`config.mk`:
```
export PLATFORM = sky130hd
export DESIGN_NAME = rtc_alarm_interrupt_unit
export DESIGN_NICKNAME = d
export VERILOG_FILES = /design/src/rtl/rtc_alarm_pkg.sv /design/src/rtl/rtc_alarm_interrupt_unit.sv
export SDC_FILE = /design/constraint.sdc
export NUM_CORES = 1
export LEC_CHECK = 0
export CAP_MARGIN = 25
export CORE_MARGIN = 2
export CORE_UTILIZATION = 45
export DETAILED_ROUTE_END_ITERATION = 10
export DONT_BUFFER_PORTS = 1
export PLACE_DENSITY = 0.66
export SETUP_SLACK_MARGIN = 0.1
export SYNTH_ARGS = -nofsm -noshare
export SYNTH_HDL_FRONTEND = slang
export SYNTH_SLANG_ARGS = --single-unit
```
`constraint.sdc`:
```
create_clock -name clk -period 2.8 [get_ports clk]
set_input_delay 0.56 -clock clk [delete_from_list [all_inputs] [get_ports clk]]
set_output_delay 0.56 -clock clk [all_outputs]
set_load 0.01 [all_outputs]
```
`src/rtl/rtc_alarm_pkg.sv`:
```
// Shared constants, types and register map for the alarm and bus block.
package rtc_alarm_pkg;

	// ==========================================================
	// Register map
	localparam logic [3:0] ADDR_MINUTE      = 4'h1;
	localparam logic [3:0] ADDR_HOUR        = 4'h2;
	localparam logic [3:0] ADDR_WEEKDAY     = 4'h3;
	localparam logic [3:0] ADDR_DATE        = 4'h4;
	localparam logic [3:0] ADDR_MINUTE_ALM  = 4'h8;
	localparam logic [3:0] ADDR_HOUR_ALM    = 4'h9;
	localparam logic [3:0] ADDR_WD_ALM      = 4'hA;
	localparam logic [3:0] ADDR_EXTENSION   = 4'hD;
	localparam logic [3:0] ADDR_FLAG        = 4'hE;
	localparam logic [3:0] ADDR_CONTROL     = 4'hF;
	localparam int         REG_COUNT        = 16;

	// ==========================================================
	// Field positions
	localparam int BIT_COMPARE_DISABLE = 7;
	localparam int BIT_WEEK_OR_DATE    = 6;
	localparam int BIT_ALARM_FLAG      = 3;
	localparam int BIT_ALARM_IRQ_EN    = 3;
	localparam int BIT_CLOCK_RESET     = 0;

	localparam logic [7:0] FLAG_RW_MASK  = 8'h37;
	localparam logic [7:0] CTRL_RW_MASK  = 8'hFD;
	localparam logic [7:0] REG_RESET_VAL = 8'h00;

	// ==========================================================
	// Bus framing
	localparam logic [3:0] BITS_PER_BYTE = 4'h8;
	localparam logic [3:0] LAST_BIT      = 4'h7;
	localparam logic [6:0] DEFAULT_SLAVE = 7'h32;

	// Current time from the timekeeping counters, BCD, 24-hour.
	typedef struct packed {
		logic [6:0] minute;
		logic [5:0] hour;
		logic [6:0] weekday;
		logic [5:0] date;
	} time_now_s;

	typedef enum logic [6:0] {
		ST_IDLE    = 7'b0000001,
		ST_ADDR    = 7'b0000010,
		ST_PTR     = 7'b0000100,
		ST_WRITE   = 7'b0001000,
		ST_READ    = 7'b0010000,
		ST_ACK_OUT = 7'b0100000,
		ST_ACK_IN  = 7'b1000000
	} bus_state_e;

endpackage : rtc_alarm_pkg

```
`src/rtl/rtc_alarm_interrupt_unit.sv`:
```
// Alarm compare, alarm flag, interrupt pin and two-wire register slave.

// ==========================================================
module rtc_alarm_interrupt_unit
	import rtc_alarm_pkg::*;
#(
	parameter logic [6:0] SLAVE_ADDR = rtc_alarm_pkg::DEFAULT_SLAVE
) (
	// Clock and reset
	input  wire logic                    clk,
	input  wire logic                    rst,
	// Timekeeping counters and shared interrupt request
	input  wire rtc_alarm_pkg::time_now_s time_now,
	input  wire logic                    minute_rollover,
	input  wire logic                    other_irq_req,
	// Two-wire bus pins
	input  wire logic                    scl_i,
	output logic                         scl_o,
	output logic                         scl_oe,
	input  wire logic                    sda_i,
	output logic                         sda_o,
	output logic                         sda_oe,
	// Interrupt pin, open drain, active low
	output logic                         irq_n_o,
	output logic                         irq_n_oe
);
	import rtc_alarm_pkg::*;

	// ==========================================================
	// Elaboration checks
	// Reserved address groups would collide with other bus traffic.
	if (SLAVE_ADDR[6:3] == 4'h0 || SLAVE_ADDR[6:3] == 4'hF) begin : g_chk
		$error("Slave address lies in a reserved range.");
	end

	// The pointer is four bits wide, so the map must hold sixteen bytes.
	if (REG_COUNT != 2 ** $bits(ADDR_CONTROL)) begin : g_map_chk
		$error("Register map size does not match the pointer width.");
	end

	// ==========================================================
	// Pin synchronisers
	// A third stage keeps the previous level for edge and condition finding.
	logic [1:0] scl_sync;
	logic [1:0] sda_sync;
	logic       scl_q;
	logic       sda_q;

	always_ff @(posedge clk) begin
		if (rst) begin
			scl_sync <= 2'h3;
			sda_sync <= 2'h3;
			scl_q    <= 1'b1;
			sda_q    <= 1'b1;
		end else begin
			scl_sync <= {scl_sync[0], scl_i};
			sda_sync <= {sda_sync[0], sda_i};
			scl_q    <= scl_sync[1];
			sda_q    <= sda_sync[1];
		end
	end

	logic scl_s;
	logic sda_s;
	logic scl_rise;
	logic scl_fall;
	logic bus_start;
	logic bus_stop;

	assign scl_s     = scl_sync[1];
	assign sda_s     = sda_sync[1];
	assign scl_rise  = scl_s & ~scl_q;
	assign scl_fall  = ~scl_s & scl_q;
	assign bus_start = scl_s & scl_q & sda_q & ~sda_s;
	assign bus_stop  = scl_s & scl_q & ~sda_q & sda_s;

	// ==========================================================
	// Register file
	logic [7:0] reg_file [REG_COUNT];
	logic       alarm_flag;
	logic [3:0] reg_ptr;
	logic [7:0] shifter;
	logic       wr_strobe;
	logic       alarm_hit;

	// Time bytes read the live counters; writes there land in spare RAM.
	logic [7:0] read_value;
	always_comb begin
		unique case (reg_ptr)
			ADDR_MINUTE:  read_value = {1'b0, time_now.minute};
			ADDR_HOUR:    read_value = {2'h0, time_now.hour};
			ADDR_WEEKDAY: read_value = {1'b0, time_now.weekday};
			ADDR_DATE:    read_value = {2'h0, time_now.date};
			ADDR_FLAG: begin
				read_value = reg_file[ADDR_FLAG] & FLAG_RW_MASK;
				read_value[BIT_ALARM_FLAG] = alarm_flag;
			end
			ADDR_CONTROL: read_value = reg_file[ADDR_CONTROL] & CTRL_RW_MASK;
			default:      read_value = reg_file[reg_ptr];
		endcase
	end

	// Alarm and plain RAM bytes keep every bit the host writes.
	always_ff @(posedge clk) begin
		if (rst) begin
			for (int i = 0; i < REG_COUNT; i++) begin
				reg_file[i] <= REG_RESET_VAL;
			end
		end else if (wr_strobe) begin
			reg_file[reg_ptr] <= shifter;
		end
	end

	logic       week_or_date_target_select;
	logic       alarm_irq_enable;
	logic       clock_reset;
	logic [7:0] min_alm;
	logic [7:0] hour_alm;
	logic [7:0] wd_alm;

	assign week_or_date_target_select =
		reg_file[ADDR_EXTENSION][BIT_WEEK_OR_DATE];
	assign alarm_irq_enable = reg_file[ADDR_CONTROL][BIT_ALARM_IRQ_EN];
	assign clock_reset      = reg_file[ADDR_CONTROL][BIT_CLOCK_RESET];
	assign min_alm          = reg_file[ADDR_MINUTE_ALM];
	assign hour_alm         = reg_file[ADDR_HOUR_ALM];
	assign wd_alm           = reg_file[ADDR_WD_ALM];

	// ==========================================================
	// Alarm compare
	logic min_ok;
	logic hour_ok;
	logic day_ok;
	logic day_field_eq;

	// The hour alarm bit 6 is spare storage and never compared.
	// Weekday mode ANDs the masks, so any one shared day is enough.
	always_comb begin
		if (week_or_date_target_select) begin
			day_field_eq = wd_alm[5:0] == time_now.date;
		end else begin
			day_field_eq = |(wd_alm[6:0] & time_now.weekday);
		end
	end

	assign min_ok  = min_alm[BIT_COMPARE_DISABLE] |
		(min_alm[6:0] == time_now.minute);
	assign hour_ok = hour_alm[BIT_COMPARE_DISABLE] |
		(hour_alm[5:0] == time_now.hour);
	assign day_ok  = wd_alm[BIT_COMPARE_DISABLE] | day_field_eq;

	// Comparing only on the rollover means an alarm equal to the time
	// already shown waits for the counters to come round again.
	assign alarm_hit = minute_rollover & ~clock_reset &
		min_ok & hour_ok & day_ok;

	logic flag_write;
	assign flag_write = wr_strobe && reg_ptr == ADDR_FLAG;

	// A new event in the clearing cycle wins over the clear.
	always_ff @(posedge clk) begin
		if (rst) begin
			alarm_flag <= 1'b0;
		end else if (alarm_hit) begin
			alarm_flag <= 1'b1;
		end else if (flag_write && !shifter[BIT_ALARM_FLAG]) begin
			alarm_flag <= 1'b0;
		end
	end

	// ==========================================================
	// Interrupt pin
	logic alarm_irq_req;

	// Enable gates the flag level, so an enable set late still asserts.
	assign alarm_irq_req = alarm_flag & alarm_irq_enable;

	// The pin is open drain: only its enable moves, its level stays low.
	always_ff @(posedge clk) begin
		if (rst) begin
			irq_n_oe <= 1'b0;
			irq_n_o  <= 1'b0;
		end else begin
			irq_n_o  <= 1'b0;
			// No timer releases the pin; only the flag, the enable or other_irq_req do.
			irq_n_oe <= alarm_irq_req | other_irq_req;
		end
	end

	// ==========================================================
	// Bus slave
	bus_state_e state;
	logic [3:0] bit_cnt;
	logic       read_mode;
	logic       ptr_loaded;
	logic       master_nack;

	logic       byte_done;

	// A byte is complete at the clock fall that follows its eighth bit.
	assign byte_done = scl_fall && bit_cnt == BITS_PER_BYTE;
	assign wr_strobe = state == ST_WRITE && byte_done;

	// This slave never stretches the clock, so its clock pin stays off.
	always_ff @(posedge clk) begin
		if (rst) begin
			scl_o  <= 1'b0;
			scl_oe <= 1'b0;
			sda_o  <= 1'b0;
		end else begin
			scl_o  <= 1'b0;
			scl_oe <= 1'b0;
			sda_o  <= 1'b0;
		end
	end

	// Start and stop outrank the bit engine, so a cut frame ends cleanly.
	// There is no bus timeout; a stalled master leaves the slave waiting.
	always_ff @(posedge clk) begin
		if (rst) begin
			state       <= ST_IDLE;
			bit_cnt     <= 4'h0;
			shifter     <= 8'h00;
			read_mode   <= 1'b0;
			ptr_loaded  <= 1'b0;
			master_nack <= 1'b0;
			reg_ptr     <= 4'h0;
			sda_oe      <= 1'b0;
		end else if (bus_start) begin
			state      <= ST_ADDR;
			bit_cnt    <= 4'h0;
			ptr_loaded <= 1'b0;
			sda_oe     <= 1'b0;
		end else if (bus_stop) begin
			state  <= ST_IDLE;
			sda_oe <= 1'b0;
		end else begin
			unique case (state)
				ST_IDLE: begin
					sda_oe <= 1'b0;
				end
				ST_ADDR, ST_PTR, ST_WRITE: begin
					if (scl_rise) begin
						shifter <= {shifter[6:0], sda_s};
						bit_cnt <= bit_cnt + 4'h1;
					end else if (byte_done) begin
						bit_cnt <= 4'h0;
						if (state == ST_ADDR) begin
							if (shifter[7:1] == SLAVE_ADDR) begin
								read_mode <= shifter[0];
								state     <= ST_ACK_OUT;
								sda_oe    <= 1'b1;
							end else begin
								state <= ST_IDLE;
							end
						end else begin
							if (state == ST_PTR) begin
								reg_ptr    <= shifter[3:0];
								ptr_loaded <= 1'b1;
							end else begin
								reg_ptr <= reg_ptr + 4'h1;
							end
							state  <= ST_ACK_OUT;
							sda_oe <= 1'b1;
						end
					end
				end
				ST_ACK_OUT: begin
					if (scl_fall) begin
						if (read_mode) begin
							state   <= ST_READ;
							shifter <= read_value;
							sda_oe  <= ~read_value[7];
						end else begin
							state  <= ptr_loaded ? ST_WRITE : ST_PTR;
							sda_oe <= 1'b0;
						end
					end
				end
				ST_READ: begin
					// Each fall moves the next bit out while the clock is low.
					if (scl_fall) begin
						if (bit_cnt == LAST_BIT) begin
							bit_cnt <= 4'h0;
							state   <= ST_ACK_IN;
							sda_oe  <= 1'b0;
							reg_ptr <= reg_ptr + 4'h1;
						end else begin
							bit_cnt <= bit_cnt + 4'h1;
							shifter <= {shifter[6:0], 1'b0};
							sda_oe  <= ~shifter[6];
						end
					end
				end
				ST_ACK_IN: begin
					// The answer is taken at the rise and acted on at the fall.
					if (scl_rise) begin
						master_nack <= sda_s;
					end else if (scl_fall) begin
						if (master_nack) begin
							state <= ST_IDLE;
						end else begin
							state   <= ST_READ;
							shifter <= read_value;
							sda_oe  <= ~read_value[7];
						end
					end
				end
				default: begin
					state  <= ST_IDLE;
					sda_oe <= 1'b0;
				end
			endcase
		end
	end

endmodule : rtc_alarm_interrupt_unit

```
==> impl_results.md <==
- Status: finished, final reports clean
- Fin Hold WS: 0.197 ns
- Clk network pwr share: 0.434
- # DRC: 0
- Mean routed wirelength per cell: 23.6 microns
- Largest net degree at the start of global routing: 29
- Post-DP HPWL: 17,400 microns
- Post-Layout Cell Count: 1,030
- Max_slew headroom: 0.396
- Worst Hold Class: primary input to flop
- R2R cell count: 6
- Ys flop type: edfxtp_1
- Maximum vdd drop: 0.422 mV
- Fmax: 0.385 GHz
- # hold bufs at CTS: 0
- CTS H-tree depth: 4
- CP Data Arrival Time: 2.74 ns
- Die height: 143 microns
- Commonest non-fill, non-tap cell in the layout: and2_1
- Switching Power: 1.21 mW
- Critical Path Start Type: flop
- Register bit total from synthesis: 167
- First-pass GRT wire length: 37,100 microns
- Initial Utilization: 0.462
- Placed cells: 999
- Syn. warnings: 0
- Flop pwr share: 0.527
- PD cells: 541 nW/um^2
- Placement row count: 50
- Port bufs: 0
- Global-route usage over all layers: 0.249
- CTS Sinks: 167
- Antenna Violating Nets Remaining: 0
- Leakage Power: 3.39 nW
- Final min period: 2.59 ns
- Clk root buf: clkbuf_16
- Crit. End Element: flop
- Die X: 143 microns
- Worst EP required: 2.95 ns
- Worst reg2reg endpoint: reg_file[12][5]
- Core area: 18,900 sq um
- Antenna violations before repair: 0
- Layout Skew: 0.00792 ns
- Diodes inserted: 0
- GR Overflow Total: 0
- Post-synth EDFFs: 128
- Initial DRT Pass Iterations: 6
- Flop-to-flop setup slack: 0.21 ns
- Inserted Clock Buffers: 17
- Setup WS post-layout: 0.205 ns
- Hold path cells: 1
- Syn_area_per_cell: 11.6 sq um
- Top cell type's share of synthesized area: 0.440
- Sum of negative setup slack: 0 ns
- Layout cell share with drive strength beyond 1: 0.181
- Layout area overhead: 11.6%
- Synthesized area: 8730 sq um
- Final design utilization: 0.516
- Yosys cell types: 76
- Via/cell ratio: 6.08
- Vias in the first global route: 6,181
- Seq/Total Area, Yosys: 0.530
- Fillers: 1,668
- Synth area leaders: edfxtp_1 44%, and2_1 9.2%, dfxtp_1 8.9%
- Pint: 4.06 mW
- Hold Vio Cnt, Final: 0
- R2r startpoint: state[4]
- Via count: 6,267
- Hold Path Origin: rst
- Commonest non-fill, non-tap cells in the layout: 129 x and2_1, 128 x edfxtp_1, 44 x nor2_1
- Switching Share: 0.229
- Max Cap Viol: 0
- I/O Pins: 38
- Ys async rst share: 0
- Setup CP Type: flop to flop
- Synth Instances: 751
- Comb pwr share: 0.039
- Post-Route WL: 24,300 microns
- Yosys top cell by area: edfxtp_1
- Final setup violating endpoints: 0
- Clock latency on the worst-skew pair: 0.43 ns
- Tightest Pin Transition: 0.904 ns
- Clock Path Buffers: 2
- Dpl ws: 0.277 ns
- Final Max Tran Viols: 0
- Placer Congestion: 0.997
- CTS clk-pin slew, worst paths: 0.07 ns
- Tcrit/Tclk final: 0.927
- RSZ-0062 raised after global routing: no
- Worst hold endpoint: shifter[2]
- Die ar.: 20,500 sq um
- Nets: 796
- Initial DRC count: 1,058
- CTS tree: yes
- Critical path fanouts, max: 12
[per-layer routing]
layer	part of all wire	track usage
met4	0.033	0.0955
met1	0.41	0.341
met5	0	0
met3	0.095	0.0671
met2	0.46	0.379
[worst max-delay path by stage]
stage	start	slack (ns)	to
global route	state[4]	0.12	reg_file[4][4]
finish	state[4]	0.21	reg_file[12][5]
floorplan	bit_cnt[2]	0.45	reg_file[8][0]
global placement	scl_q	0.30	reg_file[12][4]
detailed placement	scl_q	0.28	reg_file[5][0]
CTS	scl_q	0.25	reg_file[5][0]
[worst max-delay path, cell delays in order (launching register included)]
cell,delay [ns]
dfxtp_1,0.43
nor4_2,0.40
and2b_1,0.23
and4_1,0.40
nand2_1,0.23
o21ai_0,0.40
buf_4,0.22
[synthesized netlist by cell type (all sizes together) (16+ instances only)]
| cell | instances |
|---|---|
| nor2 | 46 |
| nand2 | 42 |
| edfxtp | 128 |
| mux4 | 29 |
| and2 | 130 |
| a21oi | 24 |
| dfxtp | 39 |
| clkbuf | 42 |
| nand3 | 16 |
| o21ai | 26 |
| buf | 17 |
| xor2 | 17 |
[metrics by stage]
step	instance area, sq um	total power [mW]
final	9740	5.26
after global routing	9740	5.42
after CTS	9740	5.29
after detailed placement	9170	3.03
after global placement	9170	3.02
after floorplan	8740	2.94
[sequential cells by signal, summed over array words and instances, names as in the netlist, 2 cells and up, named ones only]
name and flops:
bit_cnt 4, reg_file 128, reg_ptr 4, scl_sync 2, sda_sync 2, shifter 8, state 7
[power by group through the flow]
| stage | registers (mW) | clock network, mW | logic [mW] |
|---|---|---|---|
| floorplan | 2.80 | 0 | 0.143 |
| global placement | 2.82 | 0 | 0.195 |
| detailed placement | 2.83 | 0 | 0.200 |
| CTS | 2.77 | 2.31 | 0.201 |
| global route | 2.78 | 2.42 | 0.220 |
| finish | 2.77 | 2.29 | 0.204 |
[kinds of logic (layout without fill, tap and decap cells)]
kind of cell,count (synthesis),count (layout),synth area share
AOI/OAI and AO/OA,128,128,0.101
xor gates and xnor gates,22,22,0.0221
adders and majority gates,6,6,0.00860
buffers and inverters,70,86,0.0345
DFF,167,167,0.530
muxes,48,48,0.0976
other,1,4,0.000430
and+or+nand+nor,309,309,0.206
[final cells by class]
type,instances,area (sq um),area share
Clock inverter,14,139,0.0143
Multi-Input combinational cell,517,3820,0.392
Timing Repair Buffer,44,368,0.0378
Tap cell,260,325,0.0334
Inverter,11,41.3,0.00424
Sequential cell,167,4630,0.475
Clock buffer,17,425,0.0437
[timing repair]
action | in CTS | in global routing
endpoints found under the setup margin | 0 | 12
resized for setup | 0 | 2
setup buffers | 0 | 0
(Power assumes the default switching activity.)
